`src/design/dma_act_defines.svh`:
```
// constants for the dma activation and arbitration block
`ifndef DMA_ACT_DEFINES_SVH
`define DMA_ACT_DEFINES_SVH
`define ADR_CHAN_CTRL 4'h0
`define ADR_MODE 4'h1
`define ADR_SRC_SEL 4'h2
`define ADR_STATUS 4'h3
`define ADR_COUNT0 4'h4
`define ADR_COUNT1 4'h5
`define ADR_COUNT2 4'h6
`define ADR_COUNT3 4'h7
`define START_DELAY 3'd4
`define NUM_CHAN 4
`endif

```
`src/design/dma_act_pkg.sv`:
```
// types for the dma activation and arbitration block
package dma_act_pkg;
    typedef enum logic [5:0] {
        ST_IDLE = 6'b000001,
        ST_BUSREQ = 6'b000010,
        ST_DEAD = 6'b000100,
        ST_READ = 6'b001000,
        ST_WRITE = 6'b010000,
        ST_REL = 6'b100000
    } seq_state_type;
endpackage

```
`src/design/ext_transfer_request_n_sync.sv`:
```
// request pin synchroniser and falling edge finder
`timescale 1ns/1ps
module ext_transfer_request_n_sync (
    input wire logic clk_i,
    input wire logic rst_i,
    input wire logic pin_n_i,
    output logic level_low_o,
    output logic fall_o
);
    logic s1_ff, s2_ff, s3_ff, low_ff;
    always_ff @(posedge clk_i) begin
        if (rst_i) begin
            s1_ff <= 1'b1;
            s2_ff <= 1'b1;
            s3_ff <= 1'b1;
        end else begin
            s1_ff <= pin_n_i;
            s2_ff <= s1_ff;
            s3_ff <= s2_ff;
        end
    end
    // a level counts only once the two later stages agree
    always_ff @(posedge clk_i) begin
        if (rst_i) begin
            low_ff <= 1'b0;
        end else if (s2_ff == s3_ff) begin
            low_ff <= ~s3_ff;
        end
    end
    assign level_low_o = low_ff;
    assign fall_o = (s2_ff == s3_ff) && ~s3_ff && ~low_ff;
endmodule

```
`src/design/dma_act_arb.sv`:
```
// dma activation, bus cycle sequencing and channel arbitration
`timescale 1ns/1ps
`include "dma_act_defines.svh"
module dma_act_arb
    import dma_act_pkg::*;
#(
    parameter int NCH = `NUM_CHAN
) (
    input wire logic clk_i,
    input wire logic rst_i,
    input wire logic [31:0] wb_adr_i,
    input wire logic [31:0] wb_dat_i,
    output logic [31:0] wb_dat_o,
    input wire logic wb_we_i,
    input wire logic [3:0] wb_sel_i,
    input wire logic wb_cyc_i,
    input wire logic wb_stb_i,
    output logic wb_ack_o,
    input wire logic [5:0] int_flag_i,
    output logic [5:0] int_flag_clr_o,
    output logic [5:0] int_to_cpu_o,
    input wire logic [1:0] ext_transfer_request_n_i,
    output logic [1:0] req_pin_force_in_o,
    output logic [1:0] transfer_end_n_o,
    output logic [1:0] transfer_end_oe_o,
    input wire logic nmi_i,
    input wire logic standby_i,
    input wire logic external_bus_request_n_i,
    input wire logic refresh_req_i,
    output logic bus_req_o,
    input wire logic bus_grant_i,
    output logic bus_read_o,
    output logic bus_write_o,
    input wire logic bus_cycle_done_i,
    output logic [1:0] active_chan_o,
    output logic [NCH-1:0] end_irq_o
);
    // bus_cycle_done_i comes from the bus controller, which applies the
    // same area width and wait states to dma cycles as to cpu ones
    seq_state_type state_ff, nxt_state;
    logic [NCH-1:0] chan_en_ff, end_ie_ff;
    logic [1:0] master_en_ff;
    logic full_mode_ff [2];
    logic block_ff [2];
    logic burst_ff [2];
    logic [NCH-1:0] level_ff;
    logic [1:0] src_kind_ff [NCH];
    logic [2:0] src_int_ff [NCH];
    logic [15:0] count_ff [NCH];
    logic [NCH-1:0] pend_ff;
    logic [1:0] cur_ff;
    logic [2:0] wait_ff;
    logic ack_ff;
    logic [31:0] rdat_ff;
    logic [1:0] dlow, dfall;
    logic [NCH-1:0] want, halt_c;
    logic [1:0] win;
    logic win_ok, yield_c, last_c;

    // source kinds: 0 none, 1 interrupt, 2 external pin (b chans), 3 auto
    genvar g;
    for (g = 0; g < 2; g++) begin : g_pin
        ext_transfer_request_n_sync u_sync (
            .clk_i(clk_i),
            .rst_i(rst_i),
            .pin_n_i(ext_transfer_request_n_i[g]),
            .level_low_o(dlow[g]),
            .fall_o(dfall[g])
        );
    end

    function automatic logic runnable(input int c);
        int p;
        p = c / 2;
        runnable = chan_en_ff[c] && (!full_mode_ff[p] || master_en_ff[p]);
    endfunction

    // register slave: one-cycle ack, unmapped reads return zero
    wire wb_req = wb_cyc_i && wb_stb_i && !ack_ff;
    // writes land on the edge at which the master sees ack high
    wire wb_wr = wb_cyc_i && wb_stb_i && ack_ff && wb_we_i && wb_sel_i[0];
    wire [3:0] widx = wb_adr_i[5:2];
    wire unit_end = (state_ff == ST_WRITE) && bus_cycle_done_i;

    always_ff @(posedge clk_i) begin
        if (rst_i) begin
            ack_ff <= 1'b0;
        end else begin
            ack_ff <= wb_req;
        end
    end
    assign wb_ack_o = ack_ff;

    // enables; hardware clears win over software writes
    always_ff @(posedge clk_i) begin
        if (rst_i || standby_i) begin
            chan_en_ff <= '0;
            end_ie_ff <= '0;
            master_en_ff <= '0;
            full_mode_ff[0] <= 1'b0;
            full_mode_ff[1] <= 1'b0;
            block_ff[0] <= 1'b0;
            block_ff[1] <= 1'b0;
            burst_ff[0] <= 1'b0;
            burst_ff[1] <= 1'b0;
            level_ff <= '0;
        end else begin
            if (wb_wr && widx == `ADR_CHAN_CTRL) begin
                chan_en_ff <= wb_dat_i[3:0];
                end_ie_ff <= wb_dat_i[7:4];
                master_en_ff <= wb_dat_i[9:8];
            end
            if (wb_wr && widx == `ADR_MODE) begin
                full_mode_ff[0] <= wb_dat_i[0];
                full_mode_ff[1] <= wb_dat_i[1];
                block_ff[0] <= wb_dat_i[2];
                block_ff[1] <= wb_dat_i[3];
                burst_ff[0] <= wb_dat_i[4];
                burst_ff[1] <= wb_dat_i[5];
                level_ff <= wb_dat_i[11:8];
            end
            for (int p = 0; p < 2; p++) begin
                if (nmi_i && full_mode_ff[p]) begin
                    master_en_ff[p] <= 1'b0;
                end
            end
            if (unit_end && count_ff[cur_ff] == 16'h0001) begin
                chan_en_ff[cur_ff] <= 1'b0;
            end
        end
    end

    always_ff @(posedge clk_i) begin
        if (rst_i || standby_i) begin
            for (int c = 0; c < NCH; c++) begin
                src_kind_ff[c] <= 2'd0;
                src_int_ff[c] <= 3'd0;
            end
        end else if (wb_wr && widx == `ADR_SRC_SEL) begin
            for (int c = 0; c < NCH; c++) begin
                src_kind_ff[c] <= wb_dat_i[8*c +: 2];
                src_int_ff[c] <= wb_dat_i[8*c+2 +: 3];
            end
        end
    end

    // unit counters: written by software, decremented per unit
    always_ff @(posedge clk_i) begin
        if (rst_i || standby_i) begin
            for (int c = 0; c < NCH; c++) begin
                count_ff[c] <= 16'h0000;
            end
        end else begin
            for (int c = 0; c < NCH; c++) begin
                if (wb_wr && widx == `ADR_COUNT0 + 4'(c)) begin
                    count_ff[c] <= wb_dat_i[15:0];
                end else if (unit_end && cur_ff == 2'(c)) begin
                    count_ff[c] <= count_ff[c] - 16'h0001;
                end
            end
        end
    end

    // pending requests per channel
    always_comb begin
        for (int c = 0; c < NCH; c++) begin
            want[c] = 1'b0;
            halt_c[c] = !runnable(c);
            case (src_kind_ff[c])
                2'd1: want[c] = int_flag_i[src_int_ff[c]];
                2'd2: begin
                    if (c[0] && !halt_c[c]) begin
                        if (level_ff[c] && !block_ff[c/2]) begin
                            want[c] = dlow[c/2];
                        end else begin
                            want[c] = dfall[c/2];
                        end
                    end
                end
                2'd3: want[c] = full_mode_ff[c/2];
                default: want[c] = 1'b0;
            endcase
        end
    end

    // pin not looked at from request until the read ends
    wire pin_blind = (state_ff == ST_BUSREQ) || (state_ff == ST_DEAD) ||
                     (state_ff == ST_READ && !bus_cycle_done_i);

    always_ff @(posedge clk_i) begin
        if (rst_i || standby_i) begin
            pend_ff <= '0;
        end else begin
            for (int c = 0; c < NCH; c++) begin
                if (halt_c[c]) begin
                    pend_ff[c] <= 1'b0;
                end else if (want[c] &&
                        !(src_kind_ff[c] == 2'd2 && pin_blind &&
                          cur_ff == 2'(c))) begin
                    pend_ff[c] <= 1'b1;
                end else if (unit_end && cur_ff == 2'(c) &&
                        !(src_kind_ff[c] == 2'd3 ||
                          (block_ff[c/2] && count_ff[c] != 16'h0001))) begin
                    pend_ff[c] <= 1'b0;
                end
            end
        end
    end

    // fixed priority, lowest index wins
    always_comb begin
        win = 2'd0;
        win_ok = 1'b0;
        for (int c = NCH - 1; c >= 0; c--) begin
            if (pend_ff[c] && !(full_mode_ff[c/2] && c[0])) begin
                win = 2'(c);
                win_ok = 1'b1;
            end
        end
    end

    // flag clear only by the top channel using that source
    always_comb begin
        int_flag_clr_o = '0;
        if (state_ff == ST_DEAD && src_kind_ff[cur_ff] == 2'd1) begin
            int_flag_clr_o[src_int_ff[cur_ff]] = 1'b1;
        end
        for (int c = 0; c < NCH; c++) begin
            if (state_ff == ST_DEAD && c < cur_ff &&
                    src_kind_ff[c] == 2'd1 &&
                    src_int_ff[c] == src_int_ff[cur_ff]) begin
                int_flag_clr_o = '0;
            end
        end
    end

    // interrupts routed to dma not cpu while selected and enabled
    always_comb begin
        int_to_cpu_o = int_flag_i;
        for (int c = 0; c < NCH; c++) begin
            if (src_kind_ff[c] == 2'd1 && chan_en_ff[c]) begin
                int_to_cpu_o[src_int_ff[c]] = 1'b0;
            end
        end
    end

    // continue after a unit only for bursts/blocks with no better claim
    assign last_c = count_ff[cur_ff] == 16'h0001;
    always_comb begin
        yield_c = 1'b1;
        if ((burst_ff[cur_ff[1]] && src_kind_ff[cur_ff] == 2'd3) ||
                (block_ff[cur_ff[1]] && !last_c)) begin
            yield_c = !full_mode_ff[cur_ff[1]] || halt_c[cur_ff] ||
                      !external_bus_request_n_i || refresh_req_i ||
                      (win_ok && win < cur_ff);
        end
    end

    always_comb begin
        nxt_state = state_ff;
        case (state_ff)
            ST_IDLE: if (win_ok) nxt_state = ST_BUSREQ;
            ST_BUSREQ: begin
                if (bus_grant_i && wait_ff == 3'd0) nxt_state = ST_DEAD;
            end
            ST_DEAD: nxt_state = ST_READ;
            ST_READ: if (bus_cycle_done_i) nxt_state = ST_WRITE;
            ST_WRITE: begin
                if (bus_cycle_done_i) begin
                    if (yield_c || last_c) begin
                        nxt_state = ST_REL;
                    end else begin
                        nxt_state = ST_READ;
                    end
                end
            end
            ST_REL: nxt_state = ST_IDLE;
            default: nxt_state = ST_IDLE;
        endcase
    end

    always_ff @(posedge clk_i) begin
        if (rst_i || standby_i) begin
            state_ff <= ST_IDLE;
        end else begin
            state_ff <= nxt_state;
        end
    end

    // channel latched at grant; others wait until release
    always_ff @(posedge clk_i) begin
        if (rst_i || standby_i) begin
            cur_ff <= 2'd0;
        end else if (state_ff == ST_BUSREQ && nxt_state == ST_DEAD) begin
            cur_ff <= win;
        end
    end

    // four-state minimum response
    always_ff @(posedge clk_i) begin
        if (rst_i || standby_i) begin
            wait_ff <= 3'd0;
        end else if (state_ff == ST_IDLE && win_ok) begin
            wait_ff <= `START_DELAY - 3'd2;
        end else if (wait_ff != 3'd0) begin
            wait_ff <= wait_ff - 3'd1;
        end
    end

    // transfer end strobe during the final write
    always_ff @(posedge clk_i) begin
        if (rst_i || standby_i) begin
            transfer_end_n_o <= 2'b11;
        end else begin
            transfer_end_n_o <= 2'b11;
            if (nxt_state == ST_WRITE && last_c &&
                    src_kind_ff[cur_ff] == 2'd2) begin
                transfer_end_n_o[cur_ff[1]] <= 1'b0;
            end
        end
    end

    always_comb begin
        for (int p = 0; p < 2; p++) begin
            req_pin_force_in_o[p] = src_kind_ff[2*p+1] == 2'd2;
        end
    end
    assign transfer_end_oe_o = req_pin_force_in_o;

    // bus stays requested from request state through write
    assign bus_req_o = state_ff inside {ST_BUSREQ, ST_DEAD, ST_READ,
                                       ST_WRITE};
    assign bus_read_o = state_ff == ST_READ;
    assign bus_write_o = state_ff == ST_WRITE;
    assign active_chan_o = cur_ff;
    assign end_irq_o = ~chan_en_ff & end_ie_ff;

    always_ff @(posedge clk_i) begin
        if (rst_i) begin
            rdat_ff <= 32'h0000_0000;
        end else if (wb_req) begin
            case (widx)
                `ADR_CHAN_CTRL: rdat_ff <= {22'h0, master_en_ff,
                                            end_ie_ff, chan_en_ff};
                `ADR_STATUS: rdat_ff <= {16'h0, pend_ff, 2'b00, cur_ff,
                                         2'b00, state_ff};
                `ADR_COUNT0, `ADR_COUNT1, `ADR_COUNT2, `ADR_COUNT3:
                    rdat_ff <= {16'h0, count_ff[widx[1:0]]};
                default: rdat_ff <= 32'h0000_0000;
            endcase
        end
    end
    assign wb_dat_o = rdat_ff;
endmodule

```
`config.mk`:
```
export PLATFORM = sky130hd
export DESIGN_NAME = dma_act_arb
export DESIGN_NICKNAME = d
export VERILOG_FILES = /design/src/design/dma_act_pkg.sv /design/src/design/ext_transfer_request_n_sync.sv /design/src/design/dma_act_arb.sv
export VERILOG_INCLUDE_DIRS = /design/src /design/src/design
export SDC_FILE = /design/constraint.sdc
export NUM_CORES = 1
export LEC_CHECK = 0
export BUFFER_PORTS_ARGS = -buffer_cell sky130_fd_sc_hd__buf_2
export CAP_MARGIN = 20
export CORE_ASPECT_RATIO = 1.25
export CORE_UTILIZATION = 55
export CTS_CLUSTER_SIZE = 10
export DETAILED_ROUTE_END_ITERATION = 16
export MAX_ROUTING_LAYER = met4
export PLACE_DENSITY = 0.84
export SYNTH_ARGS = -nofsm -noshare
export SYNTH_HDL_FRONTEND = slang
export SYNTH_HIERARCHICAL = 1
export SYNTH_SLANG_ARGS = --single-unit
```
`constraint.sdc`:
```
create_clock -name clk_i -period 2.79 [get_ports clk_i]
set_input_delay 0.1395 -clock clk_i [delete_from_list [all_inputs] [get_ports clk_i]]
set_output_delay 0.1395 -clock clk_i [all_outputs]
set_load 0.01 [all_outputs]
```
==> flow_metrics.env <==
export IMPL_cp_slowest_stage_delay_ps=640
export IMPL_critPathKind="flop to primary output"
export IMPL_ys_warn_count=6
export IMPL_skew_ps=9.190
export IMPL_rrSetupSlack_ps=390
export IMPL_synthXorXnorAreaFrac=0.06401
export IMPL_syn_inst=1014
export IMPL_synthTopCellsByArea="edfxtp_1 (29%), dfxtp_1 (12%), mux4_2 (4.8%), nor2_1 (4.7%), xnor2_1 (4.4%)"
export IMPL_insertion_delay_ps=440
export IMPL_critPathCaptureType="primary output"
export IMPL_track_usage=0.3431
export IMPL_ys_seq_area_frac=0.4050
export IMPL_drive_gt1_frac=0.1938
export IMPL_post_cts_buffers=0
export IMPL_worst_pin_slew_ps=767.3
export IMPL_power_share_sequential=0.454
export IMPL_violations="negative hold slack"
export IMPL_via_count=8661
export IMPL_antenna_found_initial=0
export IMPL_finalWeightedCongestion=1.063
export IMPL_final_nets=1206
export IMPL_yosys_area_share_simple=0.2437
export IMPL_period_needed_ps=2624
export IMPL_p_per_area_nw_per_um2=502.8
export IMPL_maxCapViolCount=0
export IMPL_post_route_util=0.6450
export IMPL_synth_area_um2=9442
export IMPL_antenna_left=0
export IMPL_synth_adder_area_share=0.01590
export IMPL_ys_flop_type="edfxtp_1"
export IMPL_fin_tns_setup_ps=0
export IMPL_endpoint="int_flag_clr_o[3]"
export IMPL_path_cells="mux2i_1 > xor2_1 > and2_0 > o21ai_0 > a21oi_2 > nor4b_1 > buf_2"
export IMPL_drc=0
export IMPL_yosys_area_top_type="edfxtp_1"
export IMPL_cts_tree="built"
export IMPL_status="finished with violations"
export IMPL_p_clk_frac=0.436
export IMPL_wl_per_cell_um=21.43
export IMPL_start_util=0.5628
export IMPL_power_switching_mw=1.404
export IMPL_drt_first_pass_iters=6
export IMPL_htree_num_levels=4
export IMPL_synthArstFlopShare=0
export IMPL_dp_hpwl_um=20450
export IMPL_setup_violations=0
export IMPL_clk_pin_slew_worst_paths_ps=60
export IMPL_grt_first_pass_wirelength_um=44770
export IMPL_hold_violations=3
export IMPL_cp_num_buf_inv=1
export IMPL_final_cell_mix="nor2_1 (119), buf_2 (93), edfxtp_1 (90), nand2_1 (81), dfxtp_1 (55)"
export IMPL_pre_cts_ws_ps=358.3
export IMPL_switching_share=0.2580
export IMPL_cts_sinks=146
export IMPL_critPathTopFamily="flip-flops"
export IMPL_drt_iter0_markers=972
export IMPL_num_io_pins=147
export IMPL_grt_start_max_net_pins=30
export IMPL_dieArea_um2=17700
export IMPL_numCtsBuffers=17
export IMPL_startpoint="src_int_ff[3][2]"
export IMPL_cts_root_buffer="clkbuf_16"
export IMPL_synth_edff_count=90
export IMPL_fin_ws_ps=166.1
export IMPL_grt_setup_unrepaired="no"
export IMPL_reg2reg_to="count_ff[2][6]"
export IMPL_critPathArrivalTime_ps=2480
export IMPL_power_frac_comb=0.111
export IMPL_ctsLongestPathBuffers=2
export IMPL_chipWidth_um=119.2
export IMPL_grt_pass1_vias=8138
export IMPL_final_common_cell="nor2_1"
export IMPL_vias_per_cell=6.463
export IMPL_peakVddDrop_mv=0.4338
export IMPL_port_buffer_count=93
export IMPL_cp_num_cells=7
export IMPL_ys_ff_latch=146
export IMPL_area_growth_pct=14.62
export IMPL_avgSynthCellArea_um2=9.311
export IMPL_rows=53
export IMPL_fillers=1333
export IMPL_cp_data_required_time_ps=2650
export IMPL_core_area_um2=16780
export IMPL_p_leak_nw=4.027
export IMPL_max_freq_mhz=381.1
export IMPL_fin_crit_sh=0.9405
export IMPL_die_h_um=148.5
export IMPL_slew_viol_final=0
export IMPL_r2r_cells=5
export IMPL_hold_class="input port to flop"
export IMPL_grt_ovfl_total=0
export IMPL_path_max_fanout=13
export IMPL_wl_um=28720
export IMPL_worstReg2RegStart="state_ff[2]"
export IMPL_start_kind="flop"
export IMPL_muxShareOfSynthArea=0.08389
export IMPL_synth_top_area_frac=0.2862
export IMPL_hold_slack_ps=-6.349
export IMPL_synth_top_family_by_area="simple AND/OR/NAND/NOR gates"
export IMPL_synth_compound_area_frac=0.1324
export IMPL_antenna_cells=0
export IMPL_slowest_stage="edfxtp_1"
export IMPL_p_int_mw=4.037
export IMPL_relSlewSlack=0.4884
export IMPL_synth_cell_type_count=77
state kept, by name, summed over array words and instances (netlist names), 3 cells and up, named ones only:
register	flops
pend_ff	4
src_int_ff	12
wb_dat_o	16
chan_en_ff	4
state_ff	6
end_ie_ff	4
wait_ff	3
count_ff	64
src_kind_ff	8
what timing repair did:
item	CTS	global route
setup endpoints to repair	6	6
resized for setup	1	2
hold buffers	10	0
endpoints found under the hold margin	11	0
final cells by class:
| cell class | count | area [um^2] | area share |
|---|---|---|---|
| well taps | 220 | 275.3 | 0.02544 |
| inverters | 29 | 108.9 | 0.01006 |
| multi-input cells | 776 | 5171 | 0.4779 |
| clock inverters | 10 | 118.9 | 0.01098 |
| repair buffers | 137 | 833.3 | 0.07700 |
| flip-flops and latches | 146 | 3827 | 0.3537 |
| clock buffers | 22 | 486.7 | 0.04498 |
logic make-up (layout without fill, tap and decap cells):
| logic type | after synthesis | after routing |
|---|---|---|
| other cells | 1 | 16 |
| simple gates | 439 | 439 |
| flops | 146 | 146 |
| xor+xnor | 69 | 69 |
| compound gates | 188 | 188 |
| fa+ha+maj | 12 | 12 |
| mux | 52 | 52 |
| buf+inv | 107 | 198 |
layer usage:
metal	up-vias	wire length, um	track usage
li1	3881	-	-
met1	4043	10510	0.4029
met2	569	13620	0.5381
met3	168	2551	0.07094
met4	0	2041	0.2158
met5	-	0	-
worst min path at each step:
stage                                     start  slack (ps)  cells past startpoint                          end
detailed placement  ext_transfer_request_n_i[0]         330                      2        g_pin[0].u_sync/s1_ff
CTS                                wb_dat_i[17]           2                      2            src_kind_ff[2][1]
floorplan                                 rst_i         200                      1  g_pin[0].u_sync/level_low_o
global placement    ext_transfer_request_n_i[0]         330                      2        g_pin[0].u_sync/s1_ff
global route                       wb_dat_i[17]         0.9                      2            src_kind_ff[2][1]
finish                             wb_dat_i[17]          -6                      2            src_kind_ff[2][1]
power by group through the flow:
stage	combinational, mW	clock, mW	sequential [mW]
after floorplan	0.397	0	2.46
after global placement	0.563	0	2.50
after detailed placement	0.570	0	2.51
after CTS	0.586	2.37	2.46
after global routing	0.641	2.47	2.48
final	0.601	2.37	2.47
stage by stage:
step / instance area [um^2] / power (mW) / hold WS (ps) / instances
2_1_floorplan: 9498 / 2.862 / 201.9 / 1029
3_5_place_dp: 10110 / 3.077 / 329.1 / 1298
4_1_cts: 10820 / 5.415 / 1.979 / 1340
6_report: 10820 / 5.441 / -6.349 / 1340
3_3_place_gp: 10110 / 3.068 / 326.7 / 1298
5_1_grt: 10820 / 5.584 / 0.8991 / 1340
cells in the mapped netlist (all sizes together), types with 27 or more instances:
| master | count |
|---|---|
| nor3 | 53 |
| nand2 | 81 |
| and2 | 30 |
| inv | 29 |
| nor2 | 120 |
| clkbuf | 35 |
| edfxtp | 90 |
| a21oi | 45 |
| nand3 | 30 |
| xnor2 | 47 |
| dfxtp | 56 |
| o21ai | 43 |
| mux2i | 27 |
| buf | 43 |
No activity file was read; power rests on OpenSTA's default activity.
